[src/verilog/pieb_pkg.sv]
/*
 * Constants of the peripheral interrupt-enable bank: offsets, masks,
 * reset values and flat bit positions of every enable.
 * Assumes byte-wide registers on a 12-bit internal address bus.
 */
package pieb_pkg;
    localparam int          NUM_REGS = 6;
    localparam int          REG_W    = 8;
    localparam int          EN_W     = NUM_REGS * REG_W;
    localparam int          ADDR_W   = 12;

    localparam logic [11:0] OFS_EN5  = 12'h4A3;
    localparam logic [11:0] OFS_EN6  = 12'h4A4;
    localparam logic [11:0] OFS_EN7  = 12'h4A5;
    localparam logic [11:0] OFS_EN8  = 12'h4A6;
    localparam logic [11:0] OFS_EN9  = 12'h4A7;
    localparam logic [11:0] OFS_EN10 = 12'h4A8;
    localparam logic [11:0] OFS_STAT = 12'h4B0;
    localparam logic [11:0] OFS_MASK = 12'h4B1;

    localparam logic [3:0]  IDX_STAT = 4'h6;
    localparam logic [3:0]  IDX_MASK = 4'h7;
    localparam logic [3:0]  IDX_NONE = 4'hF;

    localparam logic [7:0]  RST_EN   = 8'h00;
    localparam logic [5:0]  RST_STAT = 6'h00;
    localparam logic [5:0]  RST_MASK = 6'h00;

    // Implemented bits per register, index 0 is the fifth register
    localparam logic [7:0]  IMPL_MASK [NUM_REGS] = '{8'hF7, 8'hFF, 8'hEF, 8'hFF, 8'h2F, 8'hFF};

    // Flat positions in the enable vector: register k, bit b -> k*8+b
    localparam int MODULATOR2_PARAM_EN = 7, MODULATOR2_PERIOD_EN = 6;
    localparam int TIMER3_GATE_EN = 5, TIMER3_OVERFLOW_EN = 4;
    localparam int SPI_PORT2_GENERAL_EN = 2, SPI_PORT2_TRANSMIT_EN = 1, SPI_PORT2_RECEIVE_EN = 0;
    localparam int DMA_CH2_ABORT_EN = 15, DMA_CH2_OVERRUN_EN = 14;
    localparam int DMA_CH2_DEST_COUNT_EN = 13, DMA_CH2_SRC_COUNT_EN = 12;
    localparam int OSCILLATOR1_EN = 11, WAVEFORM_GEN1_EN = 10, LOGIC_CELL2_EN = 9, EXT_PIN1_EN = 8;
    localparam int MODULATOR3_PARAM_EN = 23, MODULATOR3_PERIOD_EN = 22, LOGIC_CELL3_EN = 21;
    localparam int I2C_PORT1_ERROR_EN = 19, I2C_PORT1_GENERAL_EN = 18;
    localparam int I2C_PORT1_TRANSMIT_EN = 17, I2C_PORT1_RECEIVE_EN = 16;
    localparam int MEMORY_SCANNER_EN = 31, CAPTURE_COMPARE2_EN = 30;
    localparam int TIMER5_GATE_EN = 29, TIMER5_OVERFLOW_EN = 28;
    localparam int UART_PORT2_GENERAL_EN = 27, UART_PORT2_FRAMING_ERR_EN = 26;
    localparam int UART_PORT2_TRANSMIT_EN = 25, UART_PORT2_RECEIVE_EN = 24;
    localparam int LOGIC_CELL4_EN = 37, UART_PORT3_GENERAL_EN = 35;
    localparam int UART_PORT3_FRAMING_ERR_EN = 34;
    localparam int UART_PORT3_TRANSMIT_EN = 33, UART_PORT3_RECEIVE_EN = 32;
    localparam int DMA_CH3_ABORT_EN = 47, DMA_CH3_OVERRUN_EN = 46;
    localparam int DMA_CH3_DEST_COUNT_EN = 45, DMA_CH3_SRC_COUNT_EN = 44;
    localparam int OSCILLATOR2_EN = 43, WAVEFORM_GEN2_EN = 42, LOGIC_CELL5_EN = 41, EXT_PIN2_EN = 40;

    function automatic logic [EN_W-1:0] impl_flat();
        logic [EN_W-1:0] m;
        m = '0;
        for (int k = 0; k < NUM_REGS; k++) begin
            m[k*REG_W +: REG_W] = IMPL_MASK[k];
        end
        return m;
    endfunction
endpackage

[src/verilog/pieb_core_if.sv]
/*
 * Carrier between the bank top, its enable store and its request gate.
 * Assumes all three sit on the same clock.
 */
`timescale 1ns/1ps
interface pieb_core_if;
    logic [7:0]              wdata;
    logic [pieb_pkg::NUM_REGS-1:0] wr_sel;
    logic [pieb_pkg::EN_W-1:0] en;
    logic [pieb_pkg::EN_W-1:0] req_flag;
    logic [pieb_pkg::EN_W-1:0] req_out;
    logic [pieb_pkg::NUM_REGS-1:0] grp_rise;

    modport top  (output wdata, wr_sel, req_flag, input en, req_out, grp_rise);
    modport regs (input wdata, wr_sel, output en);
    modport gate (input en, req_flag, output req_out, grp_rise);
endinterface

[src/verilog/pieb_bank.sv]
/*
 * Peripheral interrupt-enable bank: six enable registers, request gating,
 * a sticky group event status with mask, and one interrupt output.
 * Assumes a single-cycle strobe master on mclk and flags on mclk.
 */
// Chosen here: the plain strobed port.
`timescale 1ns/1ps
module pieb_bank #(
    parameter int ADDR_W = pieb_pkg::ADDR_W
) (
    input  wire logic                     mclk,
    input  wire logic                     reset_n,
    input  wire logic [ADDR_W-1:0]        bus_addr,
    input  wire logic [7:0]               bus_wdata,
    input  wire logic                     bus_wr,
    input  wire logic                     bus_rd,
    output logic      [7:0]               bus_rdata,
    input  wire logic [pieb_pkg::EN_W-1:0] req_flag,
    output logic      [pieb_pkg::EN_W-1:0] irq_req,
    output logic                          irq
);
    if (ADDR_W < 12) begin : g_bad_addr
        $error("pieb_bank needs at least 12 address bits");
    end

    pieb_core_if cif ();

    logic [3:0] wr_idx;
    logic [3:0] rd_idx;
    logic [7:0] rd_value;
    logic [7:0] rdata_q;
    logic [5:0] stat_q;
    logic [5:0] stat_d;
    logic [5:0] mask_q;
    logic       stat_clr;

    // Decode shared by the write and read paths
    function automatic logic [3:0] reg_index(input logic [ADDR_W-1:0] a);
        logic [3:0] r;
        r = pieb_pkg::IDX_NONE;
        if (a == ADDR_W'(pieb_pkg::OFS_EN5)) begin
            r = 4'h0;
        end else if (a == ADDR_W'(pieb_pkg::OFS_EN6)) begin
            r = 4'h1;
        end else if (a == ADDR_W'(pieb_pkg::OFS_EN7)) begin
            r = 4'h2;
        end else if (a == ADDR_W'(pieb_pkg::OFS_EN8)) begin
            r = 4'h3;
        end else if (a == ADDR_W'(pieb_pkg::OFS_EN9)) begin
            r = 4'h4;
        end else if (a == ADDR_W'(pieb_pkg::OFS_EN10)) begin
            r = 4'h5;
        end else if (a == ADDR_W'(pieb_pkg::OFS_STAT)) begin
            r = pieb_pkg::IDX_STAT;
        end else if (a == ADDR_W'(pieb_pkg::OFS_MASK)) begin
            r = pieb_pkg::IDX_MASK;
        end
        return r;
    endfunction

    assign wr_idx = reg_index(bus_addr);
    assign rd_idx = reg_index(bus_addr);

    // Write selects for the enable store
    always_comb begin
        cif.wr_sel = '0;
        if (bus_wr && wr_idx < 4'h6) begin
            cif.wr_sel[wr_idx[2:0]] = 1'b1;
        end
    end

    assign cif.wdata    = bus_wdata;
    assign cif.req_flag = req_flag;

    pieb_enable_file u_enables (
        .mclk    (mclk),
        .reset_n (reset_n),
        .cif     (cif)
    );

    pieb_req_gate u_gate (
        .mclk    (mclk),
        .reset_n (reset_n),
        .cif     (cif)
    );

    assign irq_req = cif.req_out;

    // Read mux; masks already keep absent bits at zero
    always_comb begin
        rd_value = 8'h00;
        if (rd_idx < 4'h6) begin
            rd_value = cif.en[rd_idx[2:0]*8 +: 8];
        end else if (rd_idx == pieb_pkg::IDX_STAT) begin
            rd_value = {2'b00, stat_q};
        end else if (rd_idx == pieb_pkg::IDX_MASK) begin
            rd_value = {2'b00, mask_q};
        end
    end

    // Data stands only in the cycle after the strobe
    always_ff @(posedge mclk or negedge reset_n) begin
        if (!reset_n) begin
            rdata_q <= 8'h00;
        end else if (bus_rd) begin
            rdata_q <= rd_value;
        end else begin
            rdata_q <= 8'h00;
        end
    end

    assign bus_rdata = rdata_q;

    // A group event in the clearing cycle survives the read
    assign stat_clr = bus_rd && (rd_idx == pieb_pkg::IDX_STAT);
    assign stat_d   = (stat_q & ~{6{stat_clr}}) | cif.grp_rise;

    always_ff @(posedge mclk or negedge reset_n) begin
        if (!reset_n) begin
            stat_q <= pieb_pkg::RST_STAT;
        end else begin
            stat_q <= stat_d;
        end
    end

    always_ff @(posedge mclk or negedge reset_n) begin
        if (!reset_n) begin
            mask_q <= pieb_pkg::RST_MASK;
        end else if (bus_wr && wr_idx == pieb_pkg::IDX_MASK) begin
            mask_q <= bus_wdata[5:0];
        end
    end

    assign irq = |(stat_q & mask_q);
endmodule

[src/verilog/pieb_enable_file.sv]
/*
 * Six byte-wide enable registers with fixed implemented-bit masks.
 * Assumes one-hot write selects from the bank decoder.
 */
`timescale 1ns/1ps
module pieb_enable_file (
    input wire logic mclk,
    input wire logic reset_n,
    pieb_core_if.regs cif
);
    for (genvar k = 0; k < pieb_pkg::NUM_REGS; k++) begin : g_reg
        logic [7:0] en_q;
        always_ff @(posedge mclk or negedge reset_n) begin
            if (!reset_n) begin
                en_q <= pieb_pkg::RST_EN;
            end else if (cif.wr_sel[k]) begin
                // Unimplemented positions never take a 1
                en_q <= cif.wdata & pieb_pkg::IMPL_MASK[k];
            end
        end
        assign cif.en[k*8 +: 8] = en_q;
    end
endmodule

[src/verilog/pieb_req_gate.sv]
/*
 * Forwards each request flag when its enable is set, and reports per
 * register group the rise from no forwarded request to at least one.
 * Assumes request flags come from logic on the same clock.
 */
`timescale 1ns/1ps
module pieb_req_gate (
    input wire logic mclk,
    input wire logic reset_n,
    pieb_core_if.gate cif
);
    localparam int G = pieb_pkg::NUM_REGS;

    logic [pieb_pkg::EN_W-1:0] req_q;
    logic [G-1:0]              grp_now;
    logic [G-1:0]              grp_prev_q;

    // Flags are only looked at, never cleared, so disabling keeps them
    always_ff @(posedge mclk or negedge reset_n) begin
        if (!reset_n) begin
            req_q <= '0;
        end else begin
            req_q <= cif.req_flag & cif.en;
        end
    end

    always_ff @(posedge mclk or negedge reset_n) begin
        if (!reset_n) begin
            grp_prev_q <= '0;
        end else begin
            grp_prev_q <= grp_now;
        end
    end

    for (genvar k = 0; k < G; k++) begin : g_grp
        assign grp_now[k] = |req_q[k*8 +: 8];
    end

    assign cif.req_out  = req_q;
    assign cif.grp_rise = grp_now & ~grp_prev_q;
endmodule
[config.mk]
export PLATFORM = sky130hd
export DESIGN_NAME = pieb_bank
export DESIGN_NICKNAME = d
export VERILOG_FILES = /design/src/verilog/pieb_pkg.sv /design/src/verilog/pieb_core_if.sv /design/src/verilog/pieb_bank.sv /design/src/verilog/pieb_enable_file.sv /design/src/verilog/pieb_req_gate.sv
export SDC_FILE = /design/constraint.sdc
export NUM_CORES = 1
export LEC_CHECK = 0
export BUFFER_PORTS_ARGS = -buffer_cell sky130_fd_sc_hd__buf_2
export CAP_MARGIN = 20
export CELL_PAD_IN_SITES_DETAIL_PLACEMENT = 2
export CELL_PAD_IN_SITES_GLOBAL_PLACEMENT = 2
export CORE_AREA = 2 2 128 130
export DETAILED_ROUTE_END_ITERATION = 7
export DIE_AREA = 0 0 130 132
export HOLD_SLACK_MARGIN = 0.06
export PLACE_DENSITY = 0.75
export SYNTH_ARGS = -nofsm -noshare
export SYNTH_HDL_FRONTEND = slang
export SYNTH_SLANG_ARGS = --single-unit
[constraint.sdc]
create_clock -name mclk -period 1.1 [get_ports mclk]
set_input_delay 0.11 -clock mclk [delete_from_list [all_inputs] [get_ports mclk]]
set_output_delay 0.11 -clock mclk [all_outputs]
set_load 0.1 [all_outputs]
==> results.cfg <==
[global_route]
grtUsageTotal = 0.277
grt_pass1_vias = 5098
grt_max_degree = 87
antenna_found_initial = 0
gr-total-overflow = 0
grt_pass1_wl_um = 34100

[status]
violations = setup timing
outcome = finished with violations

[layout]
nets = 710
most-common-layout-cells = buf_4, dfrtp_1, buf_2
syn2layout_area_growth_pct = 83.3
final_common_cell = buf_4
n_antenna_cell = 0
drive_above_1_share = 0.613

[setup_path]
reg2reg_slack_ns = -0.43
crit_arrival_ns = 2.04
crit_path_start_kind = input pin
crit_slowest_cell = or4_4
critical_path.max_stage_delay_ns = 0.58
r2r_start = u_enables.g_reg[3].en_q[1]
worstReg2RegEnd = bus_rdata[1]
critPathCaptureType = flop
critPathKind = in2reg
cp_top_family = simple AND/OR/NAND/NOR gates
ff2ff_path_depth = 5
path_max_fanout = 5
path_cells = buf_6, or4b_4, or4_4, buf_4, o221ai_2, a2bb2oi_2, o21ai_0
path_buf_inv = 2
required_ns = 1.32

[synth]
synth_seq_cells = 112
synthAdderAreaFrac = 0
yosys.area_share.simple = 0.152
netlist_instances = 361
synth_cell_type_count = 51
synth_top_family_by_area = multiplexers
netlist_area_um2 = 4680
synth_compound_area_frac = 0.0754
seq_area_frac_synth = 0.599
synth_edf_count = 0
ys.flop_type = dfrtp_1
synth_xor_area_frac = 0
muxShareOfSynthArea = 0.155
async_reset_ff_frac = 1.00
yosys_warnings = 0
synth_area_per_cell_um2 = 13.0

[clock_network]
worstSkewPairLatency_ns = 0.37
clock-sinks = 112
path_clk_slew_ns = 0.08
clockBufferDepth = 2
root_buffer = clkbuf_16
cts_tree = yes
h-tree-depth = 3
cts_buffers = 9

[place]
place_congestion = 0.879
numPortBuffers = 118
dp.final_hpwl_um = 13900

[detailed_routing]
drt_pass1_iterations = 4
wirelength_um = 25200
ant_nets = 0
viasPerCell = 5.14
drtIter0Drc = 357
vias = 4417
wl_per_cell_um = 29.4
drc = 0

[floorplan]
start_util = 0.298
core-area_um2 = 15700
dieArea_um2 = 17200
num_io_pins = 129
rows = 46
chipHeight_um = 132
dieWidth_um = 130

[sta]
finalSetupViolations = 102
whs_ns = 0.0882
rsz0062_at_grt = true
fmax_mhz = 550
finalCriticalPeriod_ns = 1.82
final.setup_skew_ns = 0.0168
fin_crit_sh = 1.65
drv_slew = 0
hold_viol = 0
setup_ws_ns = -0.718

[power_and_ir_drop]
irDropWorstVdd_v = 0.000741
power_density_nw_per_um2 = 1070
p_leak_nw = 4.12
power_w = 0.00918

[min_path]
min_path_type = in2reg
worstHoldStart = bus_wdata[6]
hold_path_end = u_enables.g_reg[3].en_q[6]
hold_depth = 2

[run]
cap_violations = 0
through the flow:
stage	std cells	setup slack, ns	TNS (ns)	utilization	area (um^2)
2_1_floorplan	365	-0.774	-28.64	-	4990
3_3_place_gp	790	-0.877	-44.04	0.468	7350
3_5_place_dp	790	-0.921	-48.38	0.468	7350
4_1_cts	853	-0.566	-27.10	0.535	8410
5_1_grt	859	-0.760	-36.80	0.546	8570
6_report	859	-0.718	-34.14	0.546	8570
worst reg2reg max path: stages (launching register included):
cell and delay [ns]:
dfrtp_1 0.40, mux2i_1 0.30, nand2_1 0.18, o221ai_2 0.10
nor2_1 0.10, a211o_1 0.32
final cells by class:
| cell class | instances | area [um^2] |
|---|---|---|
| clock inverters | 4 | 76.3 |
| well taps | 216 | 270 |
| multi-input cells | 238 | 2240 |
| clock buffers | 12 | 256 |
| repair buffers | 276 | 2850 |
| flip-flops and latches | 112 | 2880 |
| inverters | 1 | 6.26 |
| fillers | 1476 | 7140 |
cell usage after synthesis (2+ instances only):
cell	count	area share
nor3_1	5	0.0053
o221ai_1	3	0.0056
nor4bb_1	2	0.0043
or4_1	2	0.0032
clkbuf_1	3	0.0024
buf_2	4	0.0043
and3_1	3	0.0040
o21ai_0	12	0.013
a21o_1	6	0.0096
o211ai_1	2	0.0032
nor2b_1	5	0.0067
nand3_1	7	0.0075
nor4b_1	3	0.0056
nand2_1	18	0.014
mux2_4	7	0.022
buf_1	2	0.0016
a22oi_1	3	0.0048
a211o_1	2	0.0037
mux2_2	48	0.12
buf_4	5	0.0080
and2_1	44	0.059
nor4_1	8	0.011
nand2b_1	2	0.0027
nand4_1	4	0.0053
o22ai_1	2	0.0027
a21oi_1	9	0.0096
nor2_1	7	0.0056
mux2i_1	8	0.017
dfrtp_1	112	0.60
a221oi_1	2	0.0037
timing repair:
item | in CTS | in global routing
hold buffers | 43 | 0
setup endpoints to repair | 103 | 108
resized for setup | 73 | 30
pin swaps | 14 | 12
setup buffers | 6 | 9
endpoints found under the hold margin | 154 | 0
flip-flops by register name (all words and copies together) (netlist names):
name and count:
bus_rdata 8, mask_q 6, stat_q 6, u_enables.g.en_q 43, u_gate.cif.req_out 43, u_gate.grp_prev_q 6
power breakdown:
| part | leakage [nW] | switching, W | internal [W] |
|---|---|---|---|
| clock | 0.159 | 0.00166 | 0.00213 |
| combinational | 2.47 | 0.000621 | 0.000483 |
| sequential | 1.48 | 0.0000896 | 0.00419 |
layer usage:
metal,wire length (um),part of all wire,track usage
met4,1350,0.054,0.121
met5,0,0,0
met2,13300,0.53,0.494
met1,9510,0.38,0.330
met3,1080,0.043,0.0341
cell families after synthesis:
logic type / Yosys count
muxes: 63
and+or+nand+nor: 119
other: 1
AOI/OAI and AO/OA: 51
DFF: 112
buffers and inverters: 15
worst max-delay path by stage:
stage            startpoint                         end  slack (ns)  depth (start not counted)
2_1_floorplan  bus_addr[11]  u_enables.g_reg[0].en_q[0]       -0.77                          6
3_3_place_gp   bus_addr[11]                bus_rdata[1]       -0.88                          6
3_5_place_dp   bus_addr[11]                bus_rdata[5]       -0.92                          6
4_1_cts         bus_addr[9]                bus_rdata[1]       -0.57                          6
5_1_grt        bus_addr[11]                bus_rdata[5]       -0.76                          7
6_report       bus_addr[11]                bus_rdata[5]       -0.72                          7
No activity file was read; power rests on OpenSTA's default activity.
